--- src/irq_clk_pkg.sv ---
// shared constants and carriers for the interrupt combiner and clock-loss status block
package irq_clk_pkg;

   // register map, word addresses on the internal register port
   localparam logic [9:0] ADDR_WIDTH_T_DUMMY = 10'h000;
   localparam int         REG_ADDR_W         = 10;
   localparam int         REG_DATA_W         = 16;
   localparam logic [9:0] CLK_STATUS_ADDR    = 10'h1c7;
   localparam logic [9:0] IRQ_STATUS_ADDR    = 10'h1d4;

   // interrupt status word field positions
   localparam int ST_HALT_LSB  = 0;
   localparam int ST_CORE_LSB  = 4;
   localparam int ST_DRV_BIT   = 8;
   localparam int ST_SPI_BIT   = 9;
   localparam int ST_CKSYS_BIT = 10;
   localparam int ST_SIG_A_BIT = 11;
   localparam int ST_SIG_B_BIT = 12;
   localparam int ST_USED_W    = 13;

   // clock status register field positions
   localparam int CS_LOSS_BIT   = 0;
   localparam int CS_RETURN_BIT = 1;
   localparam int CS_HOST_EN    = 2;
   localparam int CS_CORE_EN_LSB = 3;
   localparam int CS_DRV_DIS    = 7;
   localparam int CS_TIMING_BIT = 8;

   // reset values
   localparam logic [15:0] IRQ_STATUS_RESET = 16'h0000;
   localparam logic [5:0]  CLK_CFG_RESET    = 6'h00;
   localparam logic        IRQ_N_RESET      = 1'b1;
   localparam logic        DRV_EN_RESET     = 1'b1;

   // requests entering the combiner, one bit per status bit
   typedef struct packed {
      logic       sig_err_b;
      logic       sig_err_a;
      logic       cksys_missing;
      logic       spi_error;
      logic       drv_off;
      logic [3:0] core_request;   // core1_b, core0_b, core1_a, core0_a
      logic [3:0] short_halt;     // same order as above
   } irq_src_s;

   // software-written clock-loss configuration
   typedef struct packed {
      logic       drv_disable;
      logic [3:0] core_enable;    // core1_b, core0_b, core1_a, core0_a
      logic       host_enable;
   } clk_cfg_s;

endpackage : irq_clk_pkg

--- src/irq_clk_combiner.sv ---
// interrupt combiner with latched cause word and clock-loss status/control register
// Operation
// - host interrupt pin driven low while any enabled source requests
// - cause word captured from all sources when the pin asserts
// - cause word holds while the pin stays asserted
// - pin released and cause word cleared once no source requests
// - host reads cause word over the serial register port
// - sources: four cores, driver shutdown, serial error, clock loss, code signature
// - bits 0-3 latch short-circuit halts of the four cores
// - bits 4-7 latch the four core program interrupt requests
// - bit 8 latches driver shutdown
// - bit 9 serial error, bit 10 host clock-loss request
// - bits 11 and 12 latch code signature errors of both channels
// - timing violation flag set by hardware, cleared by writing one
// - read-only loss flag holds until clock returns and return requested
// - return request rising during loss holds until switch-back, then clears
// - return request without loss clears at once with no effect
// - host clock-loss interrupt stays until clock status register read
// - four enables steer clock-loss interrupts to the four cores
// - driver-disable option forces drivers off while clock loss persists
// - clock-loss interrupts fire on switch to internal and on return attempts
// - core sees clock-loss interrupt only with a valid external clock
`timescale 1ns/10ps
module irq_clk_combiner
   import irq_clk_pkg::*;
#(
   parameter int NUM_CORES = 4
) (
   input  wire logic                  core_clk,
   input  wire logic                  reset_n,
   // register port from the serial interface
   input  wire logic [REG_ADDR_W-1:0] reg_addr,
   input  wire logic                  reg_wr_en,
   input  wire logic                  reg_rd_en,
   input  wire logic [REG_DATA_W-1:0] reg_wdata,
   output logic      [REG_DATA_W-1:0] reg_rdata,
   // interrupt sources
   input  wire logic [3:0]            short_halt,
   input  wire logic [3:0]            core_request,
   input  wire logic                  drv_off,
   input  wire logic                  spi_error,
   input  wire logic                  code_sig_error_a,
   input  wire logic                  code_sig_error_b,
   // clock manager side
   input  wire logic                  ref_clock_lost,
   input  wire logic                  switched_to_internal,
   input  wire logic                  switched_to_external,
   input  wire logic                  ext_clk_valid,
   input  wire logic                  cksys_missing,
   input  wire logic                  timing_violation_evt,
   input  wire logic [3:0]            core_clkloss_ack,
   // outputs
   output logic                       host_irq_out_n,
   output logic                       return_to_ext_ref,
   output logic [3:0]                 core_clkloss_irq,
   output logic                       cksys_drv_en
);

   // the four core lanes are wired into fixed status positions
   if (NUM_CORES != 4) begin : g_bad_cores
      $error("irq_clk_combiner supports exactly four cores");
   end

   function automatic logic hit(input logic [REG_ADDR_W-1:0] a,
                                input logic [REG_ADDR_W-1:0] target);
      return a == target;
   endfunction : hit

   logic     irq_n_q;
   logic     [REG_DATA_W-1:0] status_q;
   logic     [REG_DATA_W-1:0] rdata_q;
   clk_cfg_s cfg_q;
   logic     loss_q;
   logic     return_q;
   logic     timing_q;
   logic     host_cl_irq_q;
   logic     [3:0] core_pend_q;
   logic     [3:0] core_irq_q;
   logic     drv_en_q;
   irq_src_s src;
   logic     [ST_USED_W-1:0] src_vec;
   logic     any_req;
   logic     wr_clk;
   logic     rd_clk;
   logic     ret_rise;
   logic     cl_event;

   // strobes decoded once; a read of the clock register also drops the host request
   assign wr_clk = reg_wr_en && hit(reg_addr, CLK_STATUS_ADDR);
   assign rd_clk = reg_rd_en && hit(reg_addr, CLK_STATUS_ADDR);
   // a one written over a zero is the rising edge of the return request
   assign ret_rise = wr_clk && reg_wdata[CS_RETURN_BIT] && !return_q;
   // clock-loss event: switch to internal or a serial return attempt
   assign cl_event = switched_to_internal || (ret_rise && loss_q);

   // gather the sources into status order
   always_comb begin
      src.short_halt    = short_halt;
      src.core_request  = core_request;
      src.drv_off       = drv_off;
      src.spi_error     = spi_error;
      src.cksys_missing = host_cl_irq_q;
      src.sig_err_a     = code_sig_error_a;
      src.sig_err_b     = code_sig_error_b;
   end
   assign src_vec = src;
   assign any_req = |src_vec;

   // interrupt pin: low while anything requests
   always_ff @(posedge core_clk or negedge reset_n) begin
      if (!reset_n) begin
         irq_n_q <= IRQ_N_RESET;
      end else begin
         irq_n_q <= !any_req;
      end
   end

   // cause word: snapshot on assertion, frozen while asserted, cleared on release
   always_ff @(posedge core_clk or negedge reset_n) begin
      if (!reset_n) begin
         status_q <= IRQ_STATUS_RESET;
      end else if (!any_req) begin
         status_q <= IRQ_STATUS_RESET;
      end else if (irq_n_q) begin
         status_q <= {{(REG_DATA_W-ST_USED_W){1'b0}}, src_vec};
      end
      // otherwise hold: later requests do not disturb the word
   end

   // software configuration bits; writes to the cause word fall through
   always_ff @(posedge core_clk or negedge reset_n) begin
      if (!reset_n) begin
         cfg_q <= CLK_CFG_RESET;
      end else if (wr_clk) begin
         cfg_q.host_enable <= reg_wdata[CS_HOST_EN];
         cfg_q.core_enable <= reg_wdata[CS_CORE_EN_LSB +: 4];
         cfg_q.drv_disable <= reg_wdata[CS_DRV_DIS];
      end
   end

   // timing violation: set wins over the write-one clear
   always_ff @(posedge core_clk or negedge reset_n) begin
      if (!reset_n) begin
         timing_q <= 1'b0;
      end else if (timing_violation_evt) begin
         timing_q <= 1'b1;
      end else if (wr_clk && reg_wdata[CS_TIMING_BIT]) begin
         timing_q <= 1'b0;
      end
   end

   // loss flag: only cleared by a completed return to the external reference
   always_ff @(posedge core_clk or negedge reset_n) begin
      if (!reset_n) begin
         loss_q <= 1'b0;
      end else if (ref_clock_lost) begin
         loss_q <= 1'b1;
      end else if (switched_to_external && return_q && ext_clk_valid) begin
         loss_q <= 1'b0;
      end
   end

   // return request: held during loss until switch-back; never set otherwise
   always_ff @(posedge core_clk or negedge reset_n) begin
      if (!reset_n) begin
         return_q <= 1'b0;
      end else if (ret_rise && loss_q) begin
         return_q <= 1'b1;
      end else if (return_q && (switched_to_external || !loss_q)) begin
         return_q <= 1'b0;
      end
   end

   // host clock-loss request: held until the status register is read
   // the event wins a tie with the read so none is lost
   always_ff @(posedge core_clk or negedge reset_n) begin
      if (!reset_n) begin
         host_cl_irq_q <= 1'b0;
      end else if (cl_event && cfg_q.host_enable) begin
         host_cl_irq_q <= 1'b1;
      end else if (rd_clk) begin
         host_cl_irq_q <= 1'b0;
      end
   end

   // per-core pending requests, released only with a valid external clock
   always_ff @(posedge core_clk or negedge reset_n) begin
      if (!reset_n) begin
         core_pend_q <= 4'h0;
         core_irq_q  <= 4'h0;
      end else begin
         for (int i = 0; i < 4; i++) begin
            if (cl_event && cfg_q.core_enable[i]) begin
               core_pend_q[i] <= 1'b1;
            end else if (core_clkloss_ack[i]) begin
               core_pend_q[i] <= 1'b0;
            end
         end
         // gating after the pending flag keeps a request waiting, not lost
         core_irq_q <= core_pend_q & {4{ext_clk_valid}};
      end
   end

   // drivers forced off while the system clock is missing, if so chosen
   always_ff @(posedge core_clk or negedge reset_n) begin
      if (!reset_n) begin
         drv_en_q <= DRV_EN_RESET;
      end else begin
         // one cycle of lag is harmless against a relock time of many microseconds
         drv_en_q <= !(cfg_q.drv_disable && cksys_missing);
      end
   end

   // registered read data, answers one cycle after the strobe
   always_ff @(posedge core_clk or negedge reset_n) begin
      if (!reset_n) begin
         rdata_q <= 16'h0000;
      end else if (reg_rd_en) begin
         if (hit(reg_addr, IRQ_STATUS_ADDR)) begin
            rdata_q <= status_q;
         end else if (hit(reg_addr, CLK_STATUS_ADDR)) begin
            rdata_q <= {7'h00, timing_q, cfg_q.drv_disable, cfg_q.core_enable,
                        cfg_q.host_enable, return_q, loss_q};
         end else begin
            rdata_q <= 16'h0000;
         end
      end
   end

   assign host_irq_out_n    = irq_n_q;
   assign reg_rdata         = rdata_q;
   assign return_to_ext_ref = return_q;
   assign core_clkloss_irq  = core_irq_q;
   assign cksys_drv_en      = drv_en_q;
endmodule : irq_clk_combiner

--- config.mk ---
export PLATFORM = sky130hd
export DESIGN_NAME = irq_clk_combiner
export DESIGN_NICKNAME = d
export VERILOG_FILES = /design/src/irq_clk_pkg.sv /design/src/irq_clk_combiner.sv
export SDC_FILE = /design/constraint.sdc
export NUM_CORES = 1
export LEC_CHECK = 0
export BUFFER_PORTS_ARGS = -buffer_cell sky130_fd_sc_hd__buf_2
export CORE_MARGIN = 2
export CORE_UTILIZATION = 40
export DETAILED_ROUTE_END_ITERATION = 16
export GPL_ROUTABILITY_DRIVEN = 0
export PLACE_DENSITY_LB_ADDON = 0.12
export SLEW_MARGIN = 30
export SYNTH_ARGS = -nofsm -noshare
export SYNTH_HDL_FRONTEND = slang
export SYNTH_SLANG_ARGS = --single-unit
export TNS_END_PERCENT = 30
--- constraint.sdc ---
create_clock -name core_clk -period 1.8 [get_ports core_clk]
set_input_delay 0.18 -clock core_clk [delete_from_list [all_inputs] [get_ports core_clk]]
set_output_delay 0.18 -clock core_clk [all_outputs]
set_load 0.01 [all_outputs]
# Word-level counts from Yosys, hierarchy flattened
# Cells that the tools add are included.
[op_classes]
mux = 20
bitwise_logic = 1
eq_ne = 3
n_reduce_logical = 30
[op_table]
columns = ["operator", "n"]
rows = [
  ["16-bit 2-to-1 mux", 3],
  ["10-bit by 9-bit == test with 1-bit output (second input constant)", 2],
  ["1-bit 2-to-1 mux", 16],
  ["2-bit nonzero test", 8],
  ["1-bit logical AND", 15],
  ["13-bit OR reduction", 1],
  ["9-bit 2-to-1 mux", 1],
  ["4-bit bitwise AND", 1],
  ["1-bit zero test", 4],
  ["1-bit logical OR", 2],
  ["2-bit != test (second input constant)", 1],
]
[word_totals]
regBits = 52
input_bits = 52

# Logic depth before layout (Yosys ltp)
# Gate-level depths: netlist (run 1).
[depth]
word_depth = 8
depth_mapped = 4
depth_no_buf = 3

# Worst setup path after synthesis (run 1)
# Ideal clock, no wire load.
[synth_timing]
path_kind = "register to register"
from = "register irq_n_q (netlist: host_irq_out_n)"
to = "register status_q[11]"
path_buffers = 2
stages_incl_launch_ff = 5
setup_ns = 0.121
path_slack_ns = 0.502
arrival_time_ns = 1.177
t_required_ns = 1.679
path_cell_list = "dfstp_2 -> buf_2 -> buf_2 -> mux2i_1 -> nor2_1"
[synth_via]
elab_chain_cells = 1
[synth_lines]
columns = ["element", "line_no", "source"]
rows = [
  ["from (decl)", "irq_clk_combiner.sv:69", "logic irq_n_q;"],
  ["from (signal assigned)", "irq_clk_combiner.sv:114", "irq_n_q <= !any_req;"],
  ["2-bit != test (no line)", "n/a", ""],
  ["to (signal assigned)", "irq_clk_combiner.sv:125", "status_q <= {{(REG_DATA_W-ST_USED_W){1'b0}}, src_vec};"],
  ["to (decl)", "irq_clk_combiner.sv:70", "logic [REG_DATA_W-1:0] status_q;"],
]
# No other way between the ends.
# A chain may end at the register's enable or synchronous reset.

# Worst setup path in the final report (run 1)
[layout_timing]
from = "register irq_n_q (netlist: host_irq_out_n)"
to = "output port host_irq_out_n"
[layout_rtl]
columns = ["element", "line_no", "source"]
rows = [
  ["to (decl)", "irq_clk_combiner.sv:53", "output logic host_irq_out_n,"],
]
# No word-level cell between the ends.

==> flow_results.org, run 1 <==
** Power and ir drop
- VDD sags by at most 0.5100 mV.
- Summed over all cells, the static leakage comes to 1.228 nW.
- Dividing total power by cell area gives a power density of 793.2 nW/um2.

** Yosys
- Yosys printed 0 warnings.
- After synthesis, the mean cell area works out to 12.35 um2.
- The cell count after synthesis came out at 156.
- Netlist area before placement :: 1927 um2
- After synthesis, flip-flops and latches occupy 59.87% of the total area.
- Count of unique library cells instantiated by Yosys :: 33
- Synthesized flop and latch total :: 46

** Cells and area
- The final layout contains 275 nets.
- Measured on the finished design, the core utilization comes to 51.39%.
- Final standard cell area without fillers :: 2411 um2
- Highest-count cells in the layout ignoring fill and taps :: 63 x buf_2, 44 x dfrtp_1, 11 x inv_1
- Of the cells placed in the final design, the portion with a size suffix greater than 1 is 37.50%.
- FILL cells :: 432
- Combined area of the multi-input logic cells :: 675.6 um2
- In the final layout, flip-flops and latches occupy 1154 um2.
- Area overhead of the layout relative to synthesis :: 25.13%
- Antenna diodes :: 0
- Leaving out fill and tap cells, the most frequent cell in the layout is buf_2.

** Placement
- In this run the tool buffered the top-level ports with 63 buffer cells.
- Detailed placement ended at an HPWL of 3166 um.
- After detailed placement, the total cell area comes to 2281 um2.

** Timing
- The clock arrives with 9.537 ps of skew.
- Part of the cycle the worst path needs :: 82.47%
- Post-Route Hold Slack :: 56.93 ps
- Final Hold Viols :: 0
- Count of final max-slew check failures :: 0
- Setup repair after global routing left no endpoint under its margin.
- Sum of negative setup slack :: 0 ps
- Pin slew with the least headroom to its limit :: 656.9 ps
- Subtracting the final worst setup slack from the clock period gives 1484 ps.
- Setup violations remaining at the end of the flow were counted as 0.
- Measured against its own limit, the worst slew margin works out to 56.21%.
- Static timing analysis puts the maximum clock frequency at 0.6737 GHz.

** Die
- The floorplan step set the die width to 73.41 um.
- Area of the die :: 5388 um2
- Number of rows created at floorplan :: 25
- Area of the core :: 4692 um2
- Initial core utilization :: 41.07%
- The die is 73.41 um tall.
- For this design the top-level I/O count stands at 75.

** CTS
- Clock-pin slew was measured on the worst setup and hold paths at 90 ps.
- The clock tree synthesis step divided the H-tree into 2 levels.
- CTS tree :: done
- # resized after CTS :: 0
- Clock tree synthesis found a total of 46 sinks.
- The clock reaches the later pin of the worst-skew pair after 300 ps.
- In this run, post-CTS hold repair placed 2 buffers.
- Post-CTS setup buffer count :: 0
- The number of clock buffers added by TritonCTS is 5.
- CTS Buffer Depth :: 2
- Clk root buf :: clkbuf_8

** Status
- Outcome :: finished, final reports clean

** Run
- Across the run, the number of max-cap violations was 0.

** Setup path
- Count of buffering cells on the critical path with inverters included :: 1
- On the critical path the largest part of the delay comes from flip-flops.
- Along the worst path, the maximum fanout reaches 18.
- The worst setup path is captured at a primary output.
- Worst-path cell with the longest stage delay :: dfstp_2
- Worst path arrival time :: 1300 ps
- Largest stage delay on the critical path :: 790 ps
- Traced cell by cell, the critical path runs through buf_2.
- STA puts the critical path data required time at 1620 ps.
- Worst Setup Path Type :: reg2out
- Kind of start point of the critical path :: flop

** Detailed routing
- Number of nets with antenna violations after routing :: 0
- Via count :: 1453
- For this block, the routed nets add up to 4310 um of wire.
- Count of unresolved DRC violations after routing :: 0
- Number of DRC markers in iteration 0 :: 50
- Number of iterations in the first detailed-routing pass :: 4
- Dividing the detail-routed via count by the number of cells gives 5.227.
- In the final routed layout, each cell accounts on average for 15.50 um.

** Global route
- GRT Resource Usage Total :: 17.46%
- The first global-routing pass estimated 7010 um of wire.
- The number of global-route vias before repair was 1479.
- The total overflow left after global routing is 0.
- Entering global routing, the biggest net connects 28 pins.
- Number of antenna violations at the first check in global routing :: 0

** Min path
- Classification of the worst-slack hold path :: in2reg
report_power, final:
group / total, mW / internal [mW] / switching [mW]
Sequential: 1.04 / 1.04 / 0.00307
Combinational: 0.114 / 0.0535 / 0.0609
Clock: 0.757 / 0.414 / 0.343
layout make-up:
| cell class | instances | share of cell area, % |
|---|---|---|
| sequential | 46 | 47.85 |
| multi-input combinational | 92 | 28.02 |
| timing repair buffer | 67 | 15.05 |
| clock buffer | 6 | 3.010 |
| tap | 54 | 2.802 |
| inverter | 11 | 1.713 |
| clock inverter | 2 | 1.557 |
metal layers:
layer | share of wire [%] | wire length [um] | global-route usage, %
met1 | 43 | 1834 | 20.98
met2 | 50 | 2172 | 29.33
met3 | 4.5 | 194 | 5.075
met4 | 2.5 | 108 | 7.273
met5 | 0 | 0 | 0
sequential cells by signal (all words and copies together), names as in the netlist:
signal and count:
cfg_q 6, return_to_ext_ref 1, core_pend_q 4, cksys_drv_en 1, loss_q 1, timing_q 1
host_cl_irq_q 1, host_irq_out_n 1, reg_rdata 13, status_q 13, core_clkloss_irq 4
synthesized netlist by cell type (all sizes together):
library cell / instances / area, um2
dfrtp: 44 / 1101
inv: 11 / 41.29
nor2: 10 / 37.54
nor2b: 10 / 62.56
a221o: 9 / 90.09
mux2i: 9 / 90.09
buf: 8 / 60.05
mux2: 6 / 67.56
nand2: 6 / 22.52
nand2b: 5 / 31.28
o21ai: 5 / 25.02
o22ai: 5 / 31.28
a22o: 4 / 35.03
and2: 4 / 25.02
and4b: 3 / 33.78
and4: 2 / 20.02
dfstp: 2 / 52.55
nand4: 2 / 18.77
nor4: 2 / 12.51
a21o: 1 / 7.510
a41oi: 1 / 8.760
and4bb: 1 / 16.27
clkbuf: 1 / 3.750
conb: 1 / 3.750
nand3: 1 / 5.000
nor3: 1 / 5.000
nor4bb: 1 / 10.01
o22a: 1 / 8.760
metrics by stage:
step / std cells / power (mW) / setup WS [ps]
after floorplan: 158 / 1.091 / 502.0
after global placement: 268 / 1.171 / 382.8
after detailed placement: 268 / 1.175 / 315.6
after CTS: 278 / 1.932 / 300.3
after global routing: 278 / 1.994 / 244.7
final: 278 / 1.913 / 315.6
logic make-up after synthesis:
| group | synth area share [%] |
|---|---|
| other cells | 0.1946 |
| simple gates | 15.58 |
| buf+inv | 5.454 |
| mux | 8.182 |
| flops | 59.87 |
| compound gates | 10.71 |
final timing paths:
path                                startpoint                   to  cells after the start  slack, ps
setup / recovery                host_irq_out_n       host_irq_out_n                      1        320
setup reg to reg                 host_cl_irq_q          status_q[6]                      3        350
hold / removal             core_clkloss_ack[3]       core_pend_q[3]                      2         60
hold reg to reg                       cfg_q[5]         cksys_drv_en                      1        430
min in group asynchronous              reset_n  core_clkloss_irq[3]                      2        440
max in group asynchronous              reset_n       host_irq_out_n                      3        750
Note: power is estimated with default switching activity, not from simulation.
==> inputs of run 2 (changes only) <==
==> constraint.sdc (replaced) <==
create_clock -name core_clk -period 1.45 [get_ports core_clk]
set_input_delay 0.145 -clock core_clk [delete_from_list [all_inputs] [get_ports core_clk]]
set_output_delay 0.145 -clock core_clk [all_outputs]
set_load 0.01 [all_outputs]
==> flow_results.org, run 2 (synthesis gave the netlist of run 1 again) <==
** Status
- Outcome :: finished, final reports clean

** Timing
- Part of the cycle the worst path needs :: 94.89%
- The final count of hold timing violations came to 0.
- The worst path needs 1376 ps of the cycle, external delays included.
- Count of final max-slew check failures :: 0
- Maximum clock frequency :: 0.7268 GHz
- Finish-stage setup viols :: 0
- The tightest hold path in the finished design has a slack of 20.56 ps.
- The clock arrives with 2.325 ps of skew.
- Setup repair after global routing left no endpoint under its margin.

** Power and ir drop
- In this run the power spent charging and discharging nets is 0.4926 mW.
- Power Density :: 923.8 nW/um2
- Leakage power :: 1.242 nW
- Internal power comes to 1.742 mW.
- In this run switching power makes up 22.05% of total power.
- In this run, the clock network consumes 35.8% of the power.
- Proportion of power drawn by flip-flops and latches :: 57.8%
- VDD sags by at most 0.5020 mV.
- Combinational cells account for 6.4% of the total power.

** Detailed routing
- In the routed layout, each cell is associated on average with a via count of 5.192.
- Per-cell routed wire length :: 15.51 um
- Total Wirelength :: 4359 um
- Via count :: 1459
- Number of DRC markers in iteration 0 :: 53
- The detail route stage leaves a number of antenna-violating nets equal to 0.
- Count of unresolved DRC violations after routing :: 0
- For this run, the detailed router's first-pass iteration total came to 4.

** Setup path
- Worst Setup Path Type :: reg2out
- The number of buffers and inverters on the critical path is 1.
- Largest fanout of any net on the critical path :: 18
- R2r worst-path depth :: 4
- The worst register-to-register path has a setup slack of 170 ps.
- The worst setup path is launched from a flop.
- Worst path arrival time :: 1230 ps
- The worst setup path is captured at a primary output.
- Startpoint of the worst register-to-register path :: host_cl_irq_q
- Critical path's top delay family :: flip-flops
- In this design, the stage delay of the slowest critical-path cell is 760 ps.
- Endpoint of the worst-slack reg-to-reg timing path :: status_q[10]
- Worst EP required :: 1310 ps
- Walking the worst path, the cells encountered are buf_2.
- Number of gates on the worst path with buffers counted :: 1
- For this design, the slowest cell found on the critical path is dfstp_4.

** Global route
- The number of antenna violations at the first check in global routing is 0.
- GRT Resource Usage Total :: 17.46%
- The total overflow left after global routing is 0.
- The number of global-route vias before repair came to 1418.
- Maximum number of pins on one net before global-route repair :: 47
- The first global-routing pass estimated 7065 um of wire.

** CTS
- TritonCTS built the clock tree.
- The H-tree was split into 2 levels.
- In this run the post-CTS setup repair buffer count came out at 0.
- CTS Buffer Depth :: 2
- TritonCTS Sinks :: 46
- Counting the buffers created by CTS gives 5.
- The later pin in the worst-skew pair is clocked with a latency of 290 ps.
- Post-CTS clock slew at the launch and capture registers of the worst setup and hold paths :: 80 ps
- Clk root buf :: clkbuf_8

** Min path
- The path with the worst hold slack has its endpoint at core_pend_q[2].
- Hold Startpoint :: core_clkloss_ack[2]
- Count of cells along the worst hold path :: 2
- Classification of the worst-slack hold path :: in2reg

** Die
- From bottom edge to top edge, the die measures 73.41 um.
- Boundary Pins :: 75
- Initial core utilization :: 41.07%
- X dimension of the die :: 73.41 um
- Area of the die :: 5388 um2
- The total area inside the core boundary comes to 4692 um2.
- The initialized floorplan defines 25 standard-cell rows.

** Run
- Max-cap violations in this run came to 0.

** Cells and area
- The final layout contains 278 nets.
- Proportion of layout cells with a drive suffix above 1 :: 38.33%
- The number of antenna diodes in the final layout is 0.
- Final standard cell area without fillers :: 2419 um2
- Area overhead of the layout relative to synthesis :: 25.52%
- Leaving out fill and tap cells, the most frequent cells in the layout are 63 x buf_2, 44 x dfrtp_1, 11 x inv_1.
- Most frequent standard cell in the layout excluding fill and tap cells :: buf_2
- At the end of the flow the core is filled with cells to 51.55%.

** Placement
- Dpl cell area :: 2303 um2
- Number of input and output port buffers inserted :: 63
- Detailed placement ended at an HPWL of 3183 um.
[run 2: worst max path at each step]
| stage | start | end | slack (ps) |
|---|---|---|---|
| finish | host_irq_out_n | host_irq_out_n | 70 |
| global placement | reg_addr[4] | cfg_q[0] | 50 |
| CTS | host_irq_out_n | host_irq_out_n | 60 |
| floorplan | host_irq_out_n | status_q[11] | 150 |
| detailed placement | reg_addr[9] | cfg_q[4] | -5 |
| global route | host_irq_out_n | host_irq_out_n | 30 |
[run 2: what timing repair did]
action | 4_1_cts | 5_1_grt
endpoints found under the setup margin | 1 | 0
endpoints found under the hold margin | 45 | 0
gates resized for setup | 1 | 0
hold buffers | 2 | 0
[run 2: area by class of cell]
cell class,count,area [um2]
multi-input cells,92,675.6
clock inverters,1,5.005
flip-flops and latches,46,1157
inverters,11,41.29
fillers,431,2273
clock buffers,7,86.33
repair buffers,70,385.4
well taps,54,67.56
[run 2: power groups by stage]
stage / clock network, mW / logic [mW] / registers (mW)
after floorplan: 0 / 0.0366 / 1.32
after global placement: 0 / 0.138 / 1.32
after detailed placement: 0 / 0.142 / 1.32
after CTS: 0.826 / 0.147 / 1.29
after global routing: 0.885 / 0.161 / 1.29
final: 0.799 / 0.143 / 1.29
[run 2: per-layer routing]
| metal | global-route usage (%) | wire, um | up-vias |
|---|---|---|---|
| met5 | 0 | 0 | - |
| met2 | 28.13 | 2191 | 42 |
| met3 | 4.664 | 203 | 6 |
| met4 | 6.263 | 65 | 0 |
| met1 | 22.77 | 1898 | 722 |
| li1 | - | - | 689 |
[run 2: stage by stage]
step	std cells	setup slack [ps]	total power, mW	setup TNS, ps
6_report	281	74.12	2.234	0
5_1_grt	281	31.29	2.339	0
2_1_floorplan	158	152.0	1.354	0
3_5_place_dp	271	-4.638	1.460	-4.638
4_1_cts	281	61.06	2.266	0
3_3_place_gp	271	54.51	1.456	0
==> inputs of run 3 (changes only) <==
==> constraint.sdc (replaced) <==
create_clock -name core_clk -period 1.45 [get_ports core_clk]
set_input_delay 0.29 -clock core_clk [delete_from_list [all_inputs] [get_ports core_clk]]
set_output_delay 0.29 -clock core_clk [all_outputs]
set_load 0.01 [all_outputs]
==> flow_results.org, run 3 (synthesis gave the netlist of run 1 again) <==
** Status
- The flow ran to the end, and the final reports show no timing, DRC or antenna violations.

** Cells and area
- Post-layout nets :: 283
- Layout Utilization :: 52.72%
- Antenna diodes :: 0
- Proportion of layout cells with a drive suffix above 1 :: 40.52%
- Most frequent standard cell in the layout excluding fill and tap cells :: buf_2
- With fillers left out, the area of the finished cells amounts to 2474 um2.
- In the layout the commonest cells are 63 x buf_2, 44 x dfrtp_1, 11 x inv_1.
- Relative to the synthesized area, the layout overhead comes to 28.38%.

** Power and ir drop
- Overall power :: 2.236 mW
- The clock network accounts for 35.8% of the total power.
- Net switching is 22.12% of the power.
- Leakage power :: 1.274 nW
- The worst-case IR drop observed on VDD is 0.5030 mV.
- In this run the power density over the cells is 903.9 nW/um2.
- Power Internal :: 1.741 mW
- The analysis attributes to net switching a power of 0.4945 mW.
- Proportion of power drawn by flip-flops and latches :: 57.8%
- Combinational group share of total power :: 6.4%

** Timing
- Setup total negative slack on the finished layout was measured at 0 ps.
- RSZ-0062 raised after global routing :: false
- Maximum clock frequency :: 0.7455 GHz
- On the final layout, the worst clock skew is 3.754 ps.
- Subtracting the final worst setup slack from the clock period gives 1341 ps.
- Finish-stage setup viols :: 0
- Final Hold Viols :: 0
- In the finished design, the share of the clock period the worst path needs comes to 92.51%.
- Crit path setup slack, layout :: 108.6 ps
- The max-slew violation count was 0.

** Setup path
- Largest fanout of any net on the critical path :: 10
- By instance count, the cell type seen most on the critical path is buf_4.
- The worst setup path is launched from a flop.
- Largest stage delay on the critical path :: 630 ps
- Walking the worst path, the cells encountered are buf_4, buf_4, mux2i_1, nor2_1.
- The slowest stage of the critical path belongs to the cell dfstp_4.
- For the worst setup path, the data required time is 1640 ps.
- Data on the critical path arrives at its endpoint at 1530 ps.
- Worst Setup Path Type :: reg2reg
- Nature of the critical path endpoint :: flop

** Detailed routing
- In the final routed layout, each cell accounts on average for 15.83 um.
- In the routed layout, each cell is associated on average with a via count of 5.178.
- Count of unresolved DRC violations after routing :: 0
- Via count :: 1481
- Total Wirelength :: 4528 um
- Number of iterations in the first detailed-routing pass :: 4
- The first routing iteration left 93 violations.
- The detail route stage leaves a number of antenna-violating nets equal to 0.

** Global route
- Global-route track usage on met3 :: 3.567%
- Number of antenna violations at the first check in global routing :: 0
- The layer flagged by global routing as most heavily used is met2.
- Global-route wire length before repair :: 7251 um
- GRT Resource Usage Total :: 18.04%
- Total congestion overflow after global routing :: 0
- Entering global routing, the biggest net connects 47 pins.
- Global routing consumed, on the met1 layer, 22.58% of the routing resources.
- Global routing consumed, on the met2 layer, 30.23% of the routing resources.
- The number of global-route vias before repair was 1484.

** CTS
- TritonCTS Sinks :: 46
- After clock tree synthesis, the clock-pin slew on the worst setup and hold paths is 80 ps.
- Clk root buf :: clkbuf_8
- CTS Buffer Depth :: 2
- TritonCTS built the clock tree.
- Clk Latency, worst-skew pair :: 290 ps
- Counting the buffers created by CTS gives 5.
- Number of H-tree levels :: 2

** Run
- Max-cap check violation count :: 0

** Die
- The core region is 4692 um2.
- The floorplan has 25 rows.
- Initial core utilization :: 41.07%
- Measured along the y axis, the die boundary spans 73.41 um.
- Boundary Pins :: 75
- The die covers 5388 um2.
- X dimension of the die :: 73.41 um

** Placement
- After legalization and detailed placement, the total HPWL measured 3327 um.
- Number of input and output port buffers inserted :: 63
- Once placement finished, the instance area stood at 2333 um2.
- Place WS :: -166.0 ps

** Min path
- Classification of the worst-slack hold path :: in2reg
run 3: cell types whose count changed in the layout (fill, tap and decap cells not counted):
cell	previous run	this run
dlygate4sd3_1	2	1
a41oi_1	1	0
buf_12	1	2
a41oi_2	0	1
buf_4	4	9
run 3: layout make-up:
type	count	area (um2)
clock buffer	7	86.33
clock inverter	1	5.005
fill	432	2218
inverter	11	41.29
multi-input combinational	92	683.2
sequential	46	1157
tap	54	67.56
timing repair buffer	75	432.9
run 3: metrics by stage:
stage               hold slack [ps]  cells
floorplan                    -5.591    158
global placement              283.8    275
detailed placement            289.7    275
CTS                           100.6    286
global route                  101.3    286
finish                        110.7    286
run 3: path summary, 6_finish.rpt:
kind / from / end / slack [ps] / cells after the start
max in group asynchronous: reset_n / host_irq_out_n / 670 / 3
worst max-delay path: host_irq_out_n / status_q[12] / 110 / 4
worst max register to register: host_irq_out_n / status_q[12] / 110 / 4
min in group asynchronous: reset_n / core_pend_q[3] / 500 / 3
worst min register to register: cfg_q[5] / cksys_drv_en / 430 / 1
worst min-delay path: cksys_missing / cksys_drv_en / 110 / 2
run 3: routing by layer:
metal  vias to the layer above  part of all wire [%]  routed length [um]
met1                       736                    42                1884
li1                        694                     -                   -
met4                         0                   2.0                  89
met3                         9                   3.8                 171
met2                        42                    53                2383
met5                         -                     0                   0
run 3: power by group through the flow:
stage	combinational (mW)	sequential [mW]	clock, mW
5_1_grt	0.161	1.29	0.867
6_report	0.144	1.29	0.800
3_3_place_gp	0.139	1.32	0
3_5_place_dp	0.143	1.32	0
4_1_cts	0.147	1.29	0.823
2_1_floorplan	0.0366	1.32	0
run 3: what timing repair did:
item | CTS | global route
setup endpoints to repair | 4 | 0
setup buffers | 2 | 0
hold buffers | 1 | 0
endpoints found under the hold margin | 44 | 0
resized for setup | 2 | 0
run 3: critical path: cells and delay by family, from the launching register on:
kind / cells / cell delay [ps]
buffers and inverters: 2 / 360
AND/OR/NAND/NOR: 1 / 60
flip-flops: 1 / 630
multiplexers: 1 / 190
